File: config.mk
export PLATFORM = sky130hd
export DESIGN_NAME = pmi_port
export DESIGN_NICKNAME = d
export VERILOG_FILES = /design/src/common/pmi_pkg.sv /design/src/rtl/pmi_port.sv
export VERILOG_INCLUDE_DIRS = /design/src /design/src/common
export SDC_FILE = /design/constraint.sdc
export NUM_CORES = 1
export LEC_CHECK = 0
export BUFFER_PORTS_ARGS = -buffer_cell sky130_fd_sc_hd__buf_2
export CORE_ASPECT_RATIO = 1.25
export CORE_UTILIZATION = 54
export CTS_BUF_LIST = sky130_fd_sc_hd__clkbuf_2 sky130_fd_sc_hd__clkbuf_4 sky130_fd_sc_hd__clkbuf_8
export CTS_CLUSTER_DIAMETER = 60
export DETAILED_ROUTE_END_ITERATION = 10
export GPL_TIMING_DRIVEN = 0
export PLACE_DENSITY = 0.77
export SLEW_MARGIN = 20
export SYNTH_ARGS = -nofsm -noshare
export SYNTH_HDL_FRONTEND = slang
export SYNTH_SLANG_ARGS = --single-unit
File: constraint.sdc
create_clock -name clk -period 2.72 [get_ports clk]
set_clock_uncertainty 0.2 [all_clocks]
set_input_delay 0.136 -clock clk [delete_from_list [all_inputs] [get_ports clk]]
set_output_delay 0.136 -clock clk [all_outputs]
set_load 0.02 [all_outputs]
File: src/common/pmi_consts.svh
// Constants for the MAC-side port of the PHY data interface
// Assumes a 100 MHz core clock
`ifndef PMI_CONSTS_SVH
`define PMI_CONSTS_SVH
`define PMI_CLK_MHZ 100
// Receive clock half periods in core cycles (10M, 100M, 1000M)
`define PMI_RXCLK_HALF_10M 16'd20
`define PMI_RXCLK_HALF_100M 16'd2
`define PMI_RXCLK_HALF_1000M 16'd1
// Serial clock half period in core cycles
`define PMI_SCLK_HALF 16'd1
`define PMI_NIB_W 4
`define PMI_SER_LEN 4'd9
`endif

File: src/common/pmi_pkg.sv
// Types for the MAC-side port of the PHY data interface
// Assumes pmi_consts.svh is on the include path
package pmi_pkg;
    typedef enum logic [1:0] {PMI_SPD_10, PMI_SPD_100, PMI_SPD_1000} pmi_speed_e;
    typedef enum logic {PMI_MODE_RGMII, PMI_MODE_SERIAL} pmi_mode_e;
    // Receive symbol from the line side
    typedef struct packed {
        logic [7:0] data;
        logic dv;
        logic er;
    } pmi_sym_s;
endpackage

File: src/rtl/pmi_port.sv
// MAC-facing data port: RGMII nibbles or serial pairs on shared pins
// Assumes all link inputs are asynchronous to clk and are synchronised here
// Overview of operation
// - In RGMII mode the transmit nibble is sampled on edges of the MAC transmit clock.
// - In RGMII mode the receive clock runs at 2.5, 25 or 50 MHz for 10, 100 or 1000 Mbps.
// - In RGMII mode the receive nibble is launched with the receive clock.
// - In serial mode a continuous differential clock pair is driven toward the MAC.
// - In serial mode input data is taken on the differential pair with its clock.
// - In serial mode output data leaves on a pair synchronous to the clock driven out.
// - In RGMII mode receive valid and error share one control line on both receive clock edges.
`timescale 1ns/1ps
`include "pmi_consts.svh"
`default_nettype none
module pmi_port (
    // Clock and reset
    input wire logic clk,
    input wire logic reset,
    // Mode and speed selection
    input wire pmi_pkg::pmi_mode_e mode,
    input wire pmi_pkg::pmi_speed_e speed,
    // Line side receive symbol and transmit result
    input wire pmi_pkg::pmi_sym_s rx_sym,
    output pmi_pkg::pmi_sym_s tx_sym,
    output logic tx_sym_valid,
    // Transmit pins from the MAC (shared with serial input)
    input wire logic mac_sourced_tx_clock,
    input wire logic tx_ctrl,
    input wire logic tx_nibble_bit3,
    input wire logic tx_nibble_bit2,
    input wire logic tx_nibble_bit1,
    input wire logic tx_nibble_bit0,
    // Receive pins toward the MAC (shared with serial output)
    output logic rx_clk,
    output logic rx_ctrl,
    output logic rx_nibble_bit3,
    output logic rx_nibble_bit2,
    output logic rx_nibble_bit1,
    output logic rx_nibble_bit0,
    output logic rx_pins_oe
);
    import pmi_pkg::*;

    ////////////////////////////////////////////////////////////////////
    // Input synchronisers
    logic [6:0] in_s1_r, in_s2_r, in_s3_r;
    wire [6:0] in_raw = {mac_sourced_tx_clock, tx_ctrl, tx_nibble_bit3, tx_nibble_bit2,
        tx_nibble_bit1, tx_nibble_bit0, 1'b0};
    // Third stage is only the edge detectors' history
    always_ff @(posedge clk or posedge reset) begin
        if (reset) begin
            in_s1_r <= 7'h00;
            in_s2_r <= 7'h00;
            in_s3_r <= 7'h00;
        end else begin
            in_s1_r <= in_raw;
            in_s2_r <= in_s1_r;
            in_s3_r <= in_s2_r;
        end
    end
    wire serial_mode = (mode == PMI_MODE_SERIAL);
    wire txc_now = in_s2_r[6];
    wire txc_rise = txc_now & ~in_s3_r[6];
    wire txc_fall = ~txc_now & in_s3_r[6];
    // Link clock edges show two to three core cycles late
    wire [3:0] tx_nib = in_s2_r[4:1];
    wire tx_ctl = in_s2_r[5];
    // Serial data pair: bit1 carries positive, bit0 negative leg
    wire ser_in_pos = in_s2_r[2];
    wire ser_in_neg = in_s2_r[1];
    // Differential leg pair to one bit: positive above negative
    function automatic logic diff_bit(input logic pos, input logic neg);
        diff_bit = pos & ~neg;
    endfunction
    wire ser_in_bit = diff_bit(ser_in_pos, ser_in_neg);

    ////////////////////////////////////////////////////////////////////
    // RGMII transmit: low nibble and enable on rise, high nibble and error on fall
    // Transmit clock half period must exceed three core cycles
    logic [3:0] lo_nib_r;
    logic tx_en_r;
    pmi_sym_s tx_sym_r;
    logic tx_sym_valid_r;
    // Serial receive shift register
    logic [9:0] ser_shift_r;
    logic [3:0] ser_cnt_r;
    // Word counter free-runs from reset; no frame alignment
    wire ser_clk_rise = txc_rise; // Clock that accompanies the serial input
    always_ff @(posedge clk or posedge reset) begin
        if (reset) begin
            lo_nib_r <= 4'h0;
            tx_en_r <= 1'b0;
            tx_sym_r <= '0;
            tx_sym_valid_r <= 1'b0;
            ser_shift_r <= 10'h000;
            ser_cnt_r <= 4'h0;
        end else begin
            tx_sym_valid_r <= 1'b0;
            if (!serial_mode) begin
                if (txc_rise) begin
                    lo_nib_r <= tx_nib;
                    tx_en_r <= tx_ctl;
                end
                if (txc_fall) begin
                    tx_sym_r.data <= {tx_nib, lo_nib_r};
                    tx_sym_r.dv <= tx_en_r;
                    tx_sym_r.er <= tx_en_r ^ tx_ctl;
                    tx_sym_valid_r <= 1'b1;
                end
            end else if (ser_clk_rise) begin
                // Differential bit: positive above negative
                ser_shift_r <= {ser_in_bit, ser_shift_r[9:1]};
                if (ser_cnt_r == `PMI_SER_LEN) begin
                    ser_cnt_r <= 4'h0;
                    tx_sym_r.data <= ser_shift_r[9:2];
                    tx_sym_r.dv <= 1'b1;
                    tx_sym_r.er <= 1'b0;
                    tx_sym_valid_r <= 1'b1;
                end else begin
                    ser_cnt_r <= ser_cnt_r + 4'h1;
                end
            end
        end
    end
    assign tx_sym = tx_sym_r;
    assign tx_sym_valid = tx_sym_valid_r;

    ////////////////////////////////////////////////////////////////////
    // Receive clock divider
    function automatic logic [15:0] half_of(input pmi_speed_e s);
        case (s)
            PMI_SPD_10: half_of = `PMI_RXCLK_HALF_10M;
            PMI_SPD_100: half_of = `PMI_RXCLK_HALF_100M;
            default: half_of = `PMI_RXCLK_HALF_1000M;
        endcase
    endfunction
    // Serial mode always runs the fastest divide
    wire [15:0] half_cnt = serial_mode ? `PMI_SCLK_HALF : half_of(speed);
    logic [15:0] div_r;
    logic clk_out_r;
    // Tick on the last core cycle of each half period
    wire div_tick = (div_r >= half_cnt - 16'd1);
    always_ff @(posedge clk or posedge reset) begin
        if (reset) begin
            div_r <= 16'h0000;
            clk_out_r <= 1'b0;
        end else if (div_tick) begin
            div_r <= 16'h0000;
            clk_out_r <= ~clk_out_r;
        end else begin
            div_r <= div_r + 16'd1;
        end
    end
    wire rx_rise = div_tick & ~clk_out_r;
    wire rx_fall = div_tick & clk_out_r;

    ////////////////////////////////////////////////////////////////////
    // Receive launch
    // Line symbol taken on each receive clock rise in RGMII mode, on every tenth fall in serial mode
    pmi_sym_s rx_hold_r;
    logic [3:0] rx_nib_r;
    logic rx_ctl_r;
    logic [9:0] ser_out_r;
    logic [3:0] ser_ocnt_r;
    logic ser_bit_r;
    always_ff @(posedge clk or posedge reset) begin
        if (reset) begin
            rx_hold_r <= '0;
            rx_nib_r <= 4'h0;
            rx_ctl_r <= 1'b0;
            ser_out_r <= 10'h000;
            ser_ocnt_r <= 4'h0;
            ser_bit_r <= 1'b0;
        end else if (!serial_mode) begin
            if (rx_rise) begin
                rx_hold_r <= rx_sym;
                rx_nib_r <= rx_sym.data[3:0];
                rx_ctl_r <= rx_sym.dv;
            end else if (rx_fall) begin
                rx_nib_r <= rx_hold_r.data[7:4];
                rx_ctl_r <= rx_hold_r.dv ^ rx_hold_r.er;
            end
        end else if (rx_fall) begin
            // Serial output changes on falling edge, stable at the rising one
            // Serial word: start 1, data LSB first, stop 0
            if (ser_ocnt_r == `PMI_SER_LEN) begin
                ser_ocnt_r <= 4'h0;
                ser_out_r <= {1'b0, rx_sym.data, 1'b1};
            end else begin
                ser_ocnt_r <= ser_ocnt_r + 4'h1;
                ser_out_r <= {1'b0, ser_out_r[9:1]};
            end
            ser_bit_r <= ser_out_r[0];
        end
    end

    ////////////////////////////////////////////////////////////////////
    // Shared pin routing, registered
    // One register stage so every pin leaves a flip-flop
    always_ff @(posedge clk or posedge reset) begin
        if (reset) begin
            rx_clk <= 1'b0;
            rx_ctrl <= 1'b0;
            rx_nibble_bit3 <= 1'b0;
            rx_nibble_bit2 <= 1'b0;
            rx_nibble_bit1 <= 1'b0;
            rx_nibble_bit0 <= 1'b0;
            rx_pins_oe <= 1'b0;
        end else begin
            rx_pins_oe <= 1'b1;
            // Receive clock parked low while the pins carry serial pairs
            rx_clk <= serial_mode ? 1'b0 : clk_out_r;
            rx_ctrl <= serial_mode ? 1'b0 : rx_ctl_r;
            // Bit0/1 carry serial clock pair, bit2/3 serial data pair
            rx_nibble_bit0 <= serial_mode ? clk_out_r : rx_nib_r[0];
            rx_nibble_bit1 <= serial_mode ? ~clk_out_r : rx_nib_r[1];
            rx_nibble_bit2 <= serial_mode ? ser_bit_r : rx_nib_r[2];
            rx_nibble_bit3 <= serial_mode ? ~ser_bit_r : rx_nib_r[3];
        end
    end
endmodule
`default_nettype wire

==> run metrics, run 1 <==
initial antenna violation count 0; synthesized area per cell 12.8 µm²; Final period util 0.935; CP Max Fanout 6; Crit path required time 2.75 ns; power per cell area 769 nW/µm²; initial drt markers 84; actual slew at the worst max-slew pin 0.775 ns; relative slew slack 0.482; Fin. Hold Viols 0; std cell rows 32; Syn. warnings 0; outcome finished clean; routed vias about 2200; CTS tree done; Core Area 6330 µm²; Final #Nets around 380; register area share after synthesis 0.625; Total Routing Usage GR 0.208; Num Clock Sinks 90; CP Capture Type register; worst-case clock buffer depth 2; I/O pins 39; final RePlAce weighted congestion 0.767; max cap viols 0; Seq cells post-synth 90; dpl hpwl 4.22 mm; Pwr Total 3320 µW; first-pass GRT wire length roughly 11 mm; worst reg2reg setup slack 0.18 ns; number of antenna diodes 0; Synth Instances 281; DRC Markers 0; post-synth top area share 0.625; Post-Route WL 6.17 mm; fin worst setup slack 0.178 ns; routed length per instance 13.8 µm; largest net degree at the start of global routing 58; Die Area 7010 µm²; P&R area growth vs syn 19.6%; Area contributors post-synth dfrtp_1, mux2_2, nand2_1; RSZ-0062 raised after global routing no; htree depth 3; vias in the first global route 2306; clock-pin slew on the worst setup and hold paths 0.09 ns; Vias/cell 4.94; Synth async-reset ratio 1.00; Post-CTS Setup Inserts 0; Slew Viols, Final 0; FMAX 0.393 GHz; mapped cell area 3600 µm²; area leader, netlist dfrtp_1; P_leak 0.00205 µW; height of the die 93.3 µm; synth unique cells 42; I/O Buffers 37; clock root buffer clkbuf_8; GR Overflow Total 0; Die W 75.1 µm; top_reg_cell synth dfrtp_1; clk_lat worst skew 0.35 ns; drt pass-1 iters 4; crit-path max cell delay 0.46 ns; Inserted Clock Buffers 9; slowest CP cell a2111o_1; layout cells sized above 1 0.274; final setup fails 0; Startpoint Class register; pre-CTS setup slack -0.328 ns; crit path cell chain inv_1 -> ha_1 -> nand2b_1 -> a2111o_1 -> a31oi_4 -> or3_1 -> buf_4 -> mux2_2; number of flops mapped to enable cells by yosys 0; Hold Crit Class in -> reg; antenna-violating nets left 0; CP arrival 2.58 ns; Initial Utilization 0.570; critical path type reg -> reg; Min Clock Period, post-route 2.54 ns; worst vdd ir 0.509 mV
## metrics by stage
step	hold WS (ns)	setup TNS, ns	instance area [µm²]	util	instances
final	0.0482	0	4310	0.681	446
after global routing	0.0671	0	4310	0.681	446
after CTS	0.0510	0	4310	0.681	446
after detailed placement	0.0453	-4.34	3950	0.625	413
after global placement	0.0439	-82.72	3930	0.621	412
after floorplan	-0.0326	0	3640	-	290
## area by class of cell
class | count | area [µm²]
inverter | 6 | 25.0
clock inverter | 5 | 40.0
tap | 85 | 106
sequential | 90 | 2250
timing repair buffer | 55 | 375
fill | 503 | 2020
buffer | 10 | 53.8
multi-input combinational | 184 | 1310
clock buffer | 11 | 145
## Yosys cell counts (2+ instances only)
cell and instances:
inv_1 6, nand4_1 2, buf_2 2, o21ai_0 16, or3_1 3, and3_1 2, and3b_1 3, mux2_4 4
ha_1 5, clkbuf_1 4, mux2_2 29, buf_1 2, nor4_1 2, nor2b_1 5, xor2_1 2, o31ai_1 3
nand2b_1 2, xnor2_1 9, nand2_1 38, nor3b_1 2, mux2i_1 13, nor3_1 3, dfrtp_1 90, conb_1 2
nand3_1 2, nor2_1 13, a22oi_1 2
## sequential cells by signal (all words and copies together), names as in the netlist, 4 cells and up
signal	cells
tx_sym	10
rx_hold_r	6
lo_nib_r	4
ser_ocnt_r	4
ser_shift_r	8
rx_nib_r	4
div_r	16
in_s2_r	6
in_s1_r	6
ser_cnt_r	4
ser_out_r	9
## final timing paths
check                                start            to  cells after the start
min in group asynchronous            reset     tx_sym[0]                      3
worst max-delay path              div_r[0]  rx_hold_r[0]                      8
worst min-delay path                  mode   rx_nib_r[0]                      3
worst min register to register  in_s1_r[2]    in_s2_r[2]                      0
max in group asynchronous            reset      div_r[9]                      4
worst max register to register    div_r[0]  rx_hold_r[0]                      8
## placed cells by master, fill, tap and decap left out, types with 2 or more instances in the layout
cell           synthesis  final
dfrtp_1               90     90
buf_2                  2     40
nand2_1               38     38
mux2_2                29     29
dlygate4sd3_1          0     17
o21ai_0               16     16
nor2_1                13     13
mux2i_1               13     13
conb_1                 2     11
clkbuf_8               0     10
xnor2_1                9      9
nor2b_1                5      5
inv_1                  6      5
ha_1                   5      5
clkbuf_1               4      4
mux2_4                 4      4
and3b_1                3      3
nor3_1                 3      3
o31ai_1                3      3
or3_1                  3      3
clkinvlp_4             0      3
a22oi_1                2      2
nor3b_1                2      2
nand2b_1               2      2
nor4_1                 2      2
nand4_1                2      2
xor2_1                 2      2
and3_1                 2      2
nand3_1                2      2
clkinv_4               0      2
## cells by family (layout without fill, tap and decap cells)
kind of cell	count (synthesis)	in the layout	synth area share
simple gates	82	82	0.111
xor+xnor	11	11	0.0267
buf+inv	16	87	0.0205
flops	90	90	0.625
fa+ha+maj	5	5	0.0174
other cells	2	11	0.00208
compound gates	29	29	0.0538
mux	46	46	0.143
## worst max-delay path, delay by kind of cell (launching register included)
family / cells / cell delay (ns)
and+or+nand+nor: 2 / 0.29
AOI/OAI and AO/OA: 2 / 0.72
muxes: 1 / 0.34
adders and majority gates: 1 / 0.28
buffers and inverters: 2 / 0.22
DFF: 1 / 0.38
## report_power, final
part	switching (µW)	internal [µW]	leakage (µW)
clock network	465	370	0.0000852
registers	173	1610	0.00111
logic	349	350	0.000852
total	988	2330	0.00205
## timing repair
action                                 CTS  global route
resized for setup                        0             1
endpoints found under the hold margin   81             0
setup endpoints to repair                0            10
hold buffers                            17             0
## routing by layer
layer  vias to the layer above  GRT usage  routed length [µm]
met5                         -          0                   0
met3                         6     0.0550                 197
met2                        37      0.318                2900
met4                         0     0.0692                  55
li1                       1094          -                   -
met1                      1068      0.290                3020
Power figures use the tool's default switching activity.
==> inputs of run 2 (changes only) <==
--- a/config.mk
+++ b/config.mk
@@ -6,6 +6,7 @@
 export SDC_FILE = /design/constraint.sdc
 export NUM_CORES = 1
 export LEC_CHECK = 0
+export ABC_AREA = 1
 export BUFFER_PORTS_ARGS = -buffer_cell sky130_fd_sc_hd__buf_2
 export CORE_ASPECT_RATIO = 1.25
 export CORE_UTILIZATION = 54
==> run 2 against run 1 <==
Compared with the run above: total power is 2.2% lower; clock-buffer cell count is 1 lower; critical path type is now in -> reg; register-to-register slack better by 0.58 ns; largest cell class unchanged; clock power is 2% higher; largest power group unchanged; global-route usage is 1.2 points higher.
==> run metrics, run 2 <==
outcome finished clean (unchanged); worst vdd ir 0.560 mV (was 0.509 mV); Crit path required time 2.79 ns (was 2.75 ns); I/O Buffers 38 (was 37); Post-Route WL 6.58 mm (was 6.17 mm); Internal 2270 µW (was 2330 µW); GR Overflow Total 0 (unchanged); Die W 75.5 µm (was 75.1 µm); hold slack 0.151 ns (was 0.0482 ns); Seq cells post-synth 90 (unchanged); highest-count cells in the layout ignoring fill and taps nand2_1, dfrtp_1, buf_2, nor2_1, inv_1 (was dfrtp_1, buf_2, nand2_1, mux2_2, dlygate4sd3_1); Sw Ratio 0.300 (was 0.298); combinational share of power 0.206 (was 0.211); mapped cell area 3640 µm² (was 3600 µm²); top_reg_cell synth dfrtp_1 (unchanged); initial antenna violation count 0 (unchanged); commonest non-fill, non-tap cell in the layout nand2_1 (was dfrtp_1); clock root buffer clkbuf_8 (unchanged); number of antenna diodes 0 (unchanged); antenna-violating nets left 0 (unchanged); vias in the first global route 2542 (was 2306); Final Non-Filler Cells 543 (was 446); Min Clock Period, post-route 2.30 ns (was 2.54 ns); routed vias 2606 (was 2205); Area contributors post-synth dfrtp_1, nand2_1, nor2_1 (was dfrtp_1, mux2_2, nand2_1); Pwr Total 3240 µW (was 3320 µW); Slew Viols, Final 0 (unchanged); final setup fails 0 (unchanged); placed insts 512 (was 413); Die Area 7080 µm² (was 7010 µm²); DRC Markers 0 (unchanged); largest net degree at the start of global routing 56 (was 58); Total Routing Usage GR 0.220 (was 0.208); number of flops mapped to enable cells by yosys 0 (unchanged); Gates resized, CTS repair 0 (unchanged); critical path type in -> reg (was reg -> reg); flip-flop count of the largest register after layout 16 (unchanged); register area share after synthesis 0.618 (was 0.625); most frequent cell after synthesis nand2_1 (was dfrtp_1); Inserted Clock Buffers 9 (unchanged); P&R area growth vs syn 19.6% (about the same); FMAX 0.435 GHz (was 0.393 GHz); net switching power figure 972 µW (was 988 µW); Synth Instances 377 (was 281); worst-case clock buffer depth 2 (unchanged); Hold Crit Class in -> async (was in -> reg); RSZ-0062 raised after global routing no (unchanged); post-synth top area share 0.618 (was 0.625); I/O pins 39 (unchanged); fill count 536 (was 503); first-pass GRT wire length 11.4 mm (was 10.7 mm); Fin. Hold Viols 0 (unchanged); power per cell area 744 nW/µm² (was 769 nW/µm²); post-route design area 4360 µm² (was 4310 µm²); Most flops, register div_r (unchanged); initial drt markers 143 (was 84); dpl hpwl 4.48 mm (was 4.22 mm); synthesized area per cell 9.66 µm² (was 12.8 µm²); final RePlAce weighted congestion 0.780 (was 0.767); Startpoint Class primary input (was register); height of the die 93.8 µm (was 93.3 µm); Num Clock Sinks 90 (unchanged); CP arrival 2.37 ns (was 2.58 ns); layout cells sized above 1 0.178 (was 0.274); area occupied by multi-input gates 1220 µm² (was 1310 µm²); htree depth 3 (unchanged); P_leak 0.00225 µW (was 0.00205 µW); Core Area 6520 µm² (was 6330 µm²); Initial Utilization 0.558 (was 0.570); Storage cell area 2250 µm² (unchanged); Syn. warnings 0 (unchanged); Vias/cell 4.80 (was 4.94); Post-CTS Setup Inserts 0 (unchanged); drt pass-1 iters 4 (unchanged); synth unique cells 31 (was 42); clk_lat worst skew 0.35 ns (about the same); CP Capture Type register (unchanged); routed length per instance 12.1 µm (was 13.8 µm); Flop pwr share 0.532 (was 0.537); final setup TNS 0 ns (unchanged); Final #Nets 479 (was 382); max cap viols 0 (unchanged); most frequent cells after synthesis nand2_1, dfrtp_1, nor2_1 (was dfrtp_1, nand2_1, mux2_2); CP Max Fanout 15 (was 6); DP Area 4010 µm² (was 3950 µm²); Synth async-reset ratio 1.00 (unchanged); Clk pwr share 0.262 (was 0.252); std cell rows 33 (was 32); CTS tree done (unchanged); area leader, netlist dfrtp_1 (unchanged); Final period util 0.845 (was 0.935); worst reg2reg path depth 10 (was 8); clock-pin slew on the worst setup and hold paths 0.08 ns (was 0.09 ns)
[run 2: changes by cell type after synthesis, sizes merged, moves of 9 or more]
cell | before | now
nand2 | 38 | 122
mux2 | 33 | 1
inv | 6 | 33
nor2 | 15 | 35
o21ai | 16 | 29
a21oi | 1 | 10
nand3 | 2 | 11
[run 2: stage by stage]
| stage | setup WS (ns) | utilization |
|---|---|---|
| 2_1_floorplan | 0.0487 | - |
| 3_3_place_gp | -0.862 | 0.610 |
| 3_5_place_dp | 0.313 | 0.614 |
| 4_1_cts | 0.0843 | 0.669 |
| 5_1_grt | 0.293 | 0.668 |
| 6_report | 0.422 | 0.668 |
[run 2: final timing paths]
kind                             from           end  slack, ns
min                             reset     div_r[10]       0.15
max reg2reg                  div_r[0]  ser_out_r[2]       0.76
max                              mode  ser_out_r[2]       0.42
min reg2reg                in_s1_r[5]    in_s2_r[5]       0.15
max in group asynchronous       reset    in_s2_r[1]       1.56
min in group clk           in_s1_r[5]    in_s2_r[5]       0.15
[run 2: critical path: stages]
cell	delay, ns
dlygate4sd3_1	0.55
buf_2	0.32
nor2_1	0.13
ha_1	0.30
o21ai_0	0.21
nand2_1	0.08
nand2_1	0.10
nand2_4	0.10
nand2_4	0.12
buf_4	0.18
nand2_1	0.07
o21ai_0	0.07
[run 2: per-layer routing]
| layer | vias to the layer above | GRT usage | wire length [µm] |
|---|---|---|---|
| met2 | 40 | 0.362 | 3370 |
| met1 | 1230 | 0.286 | 2880 |
| met4 | 0 | 0.0741 | 82 |
| li1 | 1327 | - | - |
| met5 | - | 0 | 0 |
| met3 | 9 | 0.0494 | 244 |
[run 2: power by group through the flow]
| stage | registers [µW] | clock network (µW) | logic [µW] |
|---|---|---|---|
| floorplan | 1800 | 0 | 403 |
| global placement | 1740 | 0 | 626 |
| detailed placement | 1750 | 0 | 653 |
| CTS | 1720 | 867 | 675 |
| global route | 1750 | 927 | 762 |
| finish | 1720 | 850 | 668 |
[run 2: logic make-up (layout without fill, tap and decap cells)]
| group | count (synthesis) | after routing | share of synthesized area |
|---|---|---|---|
| xor+xnor | 6 | 6 | 0.0144 |
| other cells | 2 | 11 | 0.00206 |
| mux | 7 | 7 | 0.0196 |
| fa+ha+maj | 5 | 5 | 0.0172 |
| simple gates | 177 | 177 | 0.206 |
| flops | 90 | 90 | 0.618 |
| buf+inv | 44 | 114 | 0.0549 |
| compound gates | 46 | 46 | 0.0677 |
[run 2: what timing repair did]
action / in CTS / in global routing
endpoints found under the setup margin: 0 / 23
hold buffers: 18 / 0
hold endpoints to repair: 61 / 0
[run 2: final cells by class]
type                            instances  share of cell area
Buffer                                  8              0.0138
Clock buffer                           10              0.0301
Clock inverter                          4              0.0103
Inverter                               35              0.0319
Multi-Input combinational cell        252               0.281
Sequential cell                        90               0.517
Tap cell                               87              0.0250
Timing Repair Buffer                   57              0.0913
==> inputs of run 3 (changes only) <==
--- a/config.mk
+++ b/config.mk
@@ -6,7 +6,7 @@
 export SDC_FILE = /design/constraint.sdc
 export NUM_CORES = 1
 export LEC_CHECK = 0
-export ABC_AREA = 1
+export ABC_AREA = 0
 export BUFFER_PORTS_ARGS = -buffer_cell sky130_fd_sc_hd__buf_2
 export CORE_ASPECT_RATIO = 1.25
 export CORE_UTILIZATION = 54
==> constraint.sdc (replaced) <==
create_clock -name clk -period 1.9 [get_ports clk]
set_clock_uncertainty 0.2 [all_clocks]
set_input_delay 0.095 -clock clk [delete_from_list [all_inputs] [get_ports clk]]
set_output_delay 0.095 -clock clk [all_outputs]
set_load 0.02 [all_outputs]
==> run 3 against run 2 <==
Compared with the run above: the flow now finishes with violations (negative hold slack, negative setup slack); global-route usage rose by 0.085 points; combinational power rose by 57%; die area fell by 1.0%; first-iteration DRC count fell by 13%; setup slack got worse by 0.90 ns; register-to-register slack got worse by 1.2 ns; clock-buffer cell count did not move; utilization rose by 5.2 points; non-clock buffer count rose by 14; sequential share of layout area fell by 2.2 points; critical path type is now reg -> reg; critical endpoint is now rx_hold_r[9].
==> run metrics, run 3 (synthesized netlist as in run 1, its figures left out) <==
I/O Buffers 37 (was 38); vias in the first global route 2388 (was 2542); critical path type reg -> reg (was in -> reg); max cap viols 0 (unchanged); Final #Nets 396 (was 479); worst reg2reg path depth 8 (was 10); Post-Route WL 6.70 mm (was 6.58 mm); highest-count cells in the layout ignoring fill and taps dfrtp_1, buf_2, nand2_1, mux2_2, dlygate4sd3_1 (was nand2_1, dfrtp_1, buf_2, nor2_1, inv_1); Fin. Hold Viols 9 (was 0); flip-flop count of the largest register after layout 16 (unchanged); largest net degree at the start of global routing 33 (was 56); worst r2r dst rx_hold_r[9] (was ser_out_r[2]); worst vdd ir 0.691 mV (was 0.560 mV); drt pass-1 iters 4 (unchanged); failing checks negative hold slack, negative setup slack; pre-CTS setup slack -0.728 ns (was 0.313 ns); htree depth 3 (unchanged); first-pass GRT wire length 11.2 mm (was 11.4 mm); Core Area 6330 µm² (was 6520 µm²); final RePlAce weighted congestion 0.753 (was 0.780); CP arrival 2.43 ns (was 2.37 ns); Die W 75.1 µm (was 75.5 µm); Min Clock Period, post-route ~2.4 ns; clock root buffer clkbuf_8 (unchanged); CP startpoint div_r[0] (was mode); height of the die 93.3 µm (was 93.8 µm); P&R area growth vs syn 26.4% (was 19.6%); routed vias 2323 (was 2606); CTS tree done (unchanged); CP Max Fanout 6 (was 15); GRT busiest layer met2 (unchanged); P_leak 0.00218 µW (was 0.00225 µW); met1 usage 0.270 (was 0.286); worst reg2reg setup slack -0.48 ns (was 0.76 ns); Initial Utilization 0.570 (was 0.558); final setup fails 33 (was 0); Num Clock Sinks 90 (unchanged); Crit path required time 1.95 ns (was 2.79 ns); worst setup path end rx_hold_r[9] (was ser_out_r[2]); power per cell area 1050 nW/µm² (was 744 nW/µm²); hold_buf cts 18 (unchanged); std cell rows 32 (was 33); final core utilization 0.720 (was 0.668); number of antenna diodes 0 (unchanged); met2 Use GR 0.367 (was 0.362); I/O pins 39 (unchanged); routed length per instance 14.6 µm (was 12.1 µm); Die Area 7010 µm² (was 7080 µm²); Hold Crit Class in -> reg (was in -> async); initial drt markers 124 (was 143); worst-case clock buffer depth 2 (unchanged); dpl hpwl 4.34 mm (was 4.48 mm); outcome finished with violations (was finished clean); commonest non-fill, non-tap cell in the layout dfrtp_1 (was nand2_1); met3 usage 0.0431 (was 0.0494); fin worst setup slack -0.478 ns (was 0.422 ns); clk_lat worst skew 0.36 ns (was 0.35 ns); CP Capture Type register (unchanged); Most flops, register div_r (unchanged); antenna-violating nets left 0 (unchanged); DRC Markers 0 (unchanged); RSZ-0062 raised after global routing yes (was no); Final period util 1.25; Inserted Clock Buffers 9 (unchanged); Vias/cell 5.05 (was 4.80); fill count 456 (was 536); GR Overflow Total 0 (unchanged); relative slew slack 0.571; FMAX 0.420 GHz; layout cells sized above 1 0.328 (was 0.178); initial antenna violation count 0 (unchanged); hold slack -0.0730 ns (was 0.151 ns); actual slew at the worst max-slew pin approximately 0.64 ns; Slew Viols, Final 0 (unchanged); clock-pin slew on the worst setup and hold paths 0.09 ns (was 0.08 ns); Startpoint Class register (was primary input); FF-to-FF Start div_r[0] (unchanged); final setup TNS -13.57 ns (was 0 ns); Total Routing Usage GR 0.221 (was 0.220)
## run 3: worst min-delay path by stage
stage                   start          end  cells after the start
2_1_floorplan  tx_nibble_bit0   in_s1_r[1]                      0
3_3_place_gp   tx_nibble_bit0   in_s1_r[1]                      1
3_5_place_dp   tx_nibble_bit2   in_s1_r[3]                      1
4_1_cts                  mode     rx_ctl_r                      3
5_1_grt                  mode  rx_nib_r[2]                      3
6_report                 mode  rx_nib_r[2]                      3
## run 3: cell type report
cell class | count | area (µm²) | share of cell area
multi-input cells | 184 | 1390 | 0.306
inverters | 6 | 26.3 | 0.00577
well taps | 85 | 106 | 0.0233
plain buffers | 10 | 85.1 | 0.0187
clock inverters | 6 | 41.3 | 0.00906
clock buffers | 10 | 138 | 0.0302
flip-flops and latches | 90 | 2250 | 0.494
repair buffers | 69 | 514 | 0.113
## run 3: stage by stage
stage	total power, µW	area [µm²]	cells
floorplan	3270	3680	290
global placement	3500	3980	412
detailed placement	3570	4020	414
CTS	4800	4500	456
global route	5050	4560	460
finish	4780	4560	460
## run 3: critical path, stage by stage, from the launching register on
cell and delay (ns):
dfrtp_1 0.36, inv_1 0.05, ha_1 0.28, nand2b_4 0.13, a2111o_1 0.42, a31oi_4 0.22, or3_1 0.15, buf_6 0.15
mux2_4 0.31
## run 3: layer usage
layer  vias to the layer above  wire (µm)
met5                         -          0
met4                         0        176
met3                        17        170
met2                        54       3520
met1                      1129       2830
li1                       1123          -
## run 3: report_power, final
part           switching (µW)  internal [µW]
combinational             508            544
sequential                245           2300
clock                     676            510
## run 3: timing repair
item | CTS | global route
pin swaps | 3 | 1
gates resized for setup | 17 | 8
endpoints found under the hold margin | 60 | 8
setup endpoints to repair | 36 | 42
setup buffers | 8 | 4
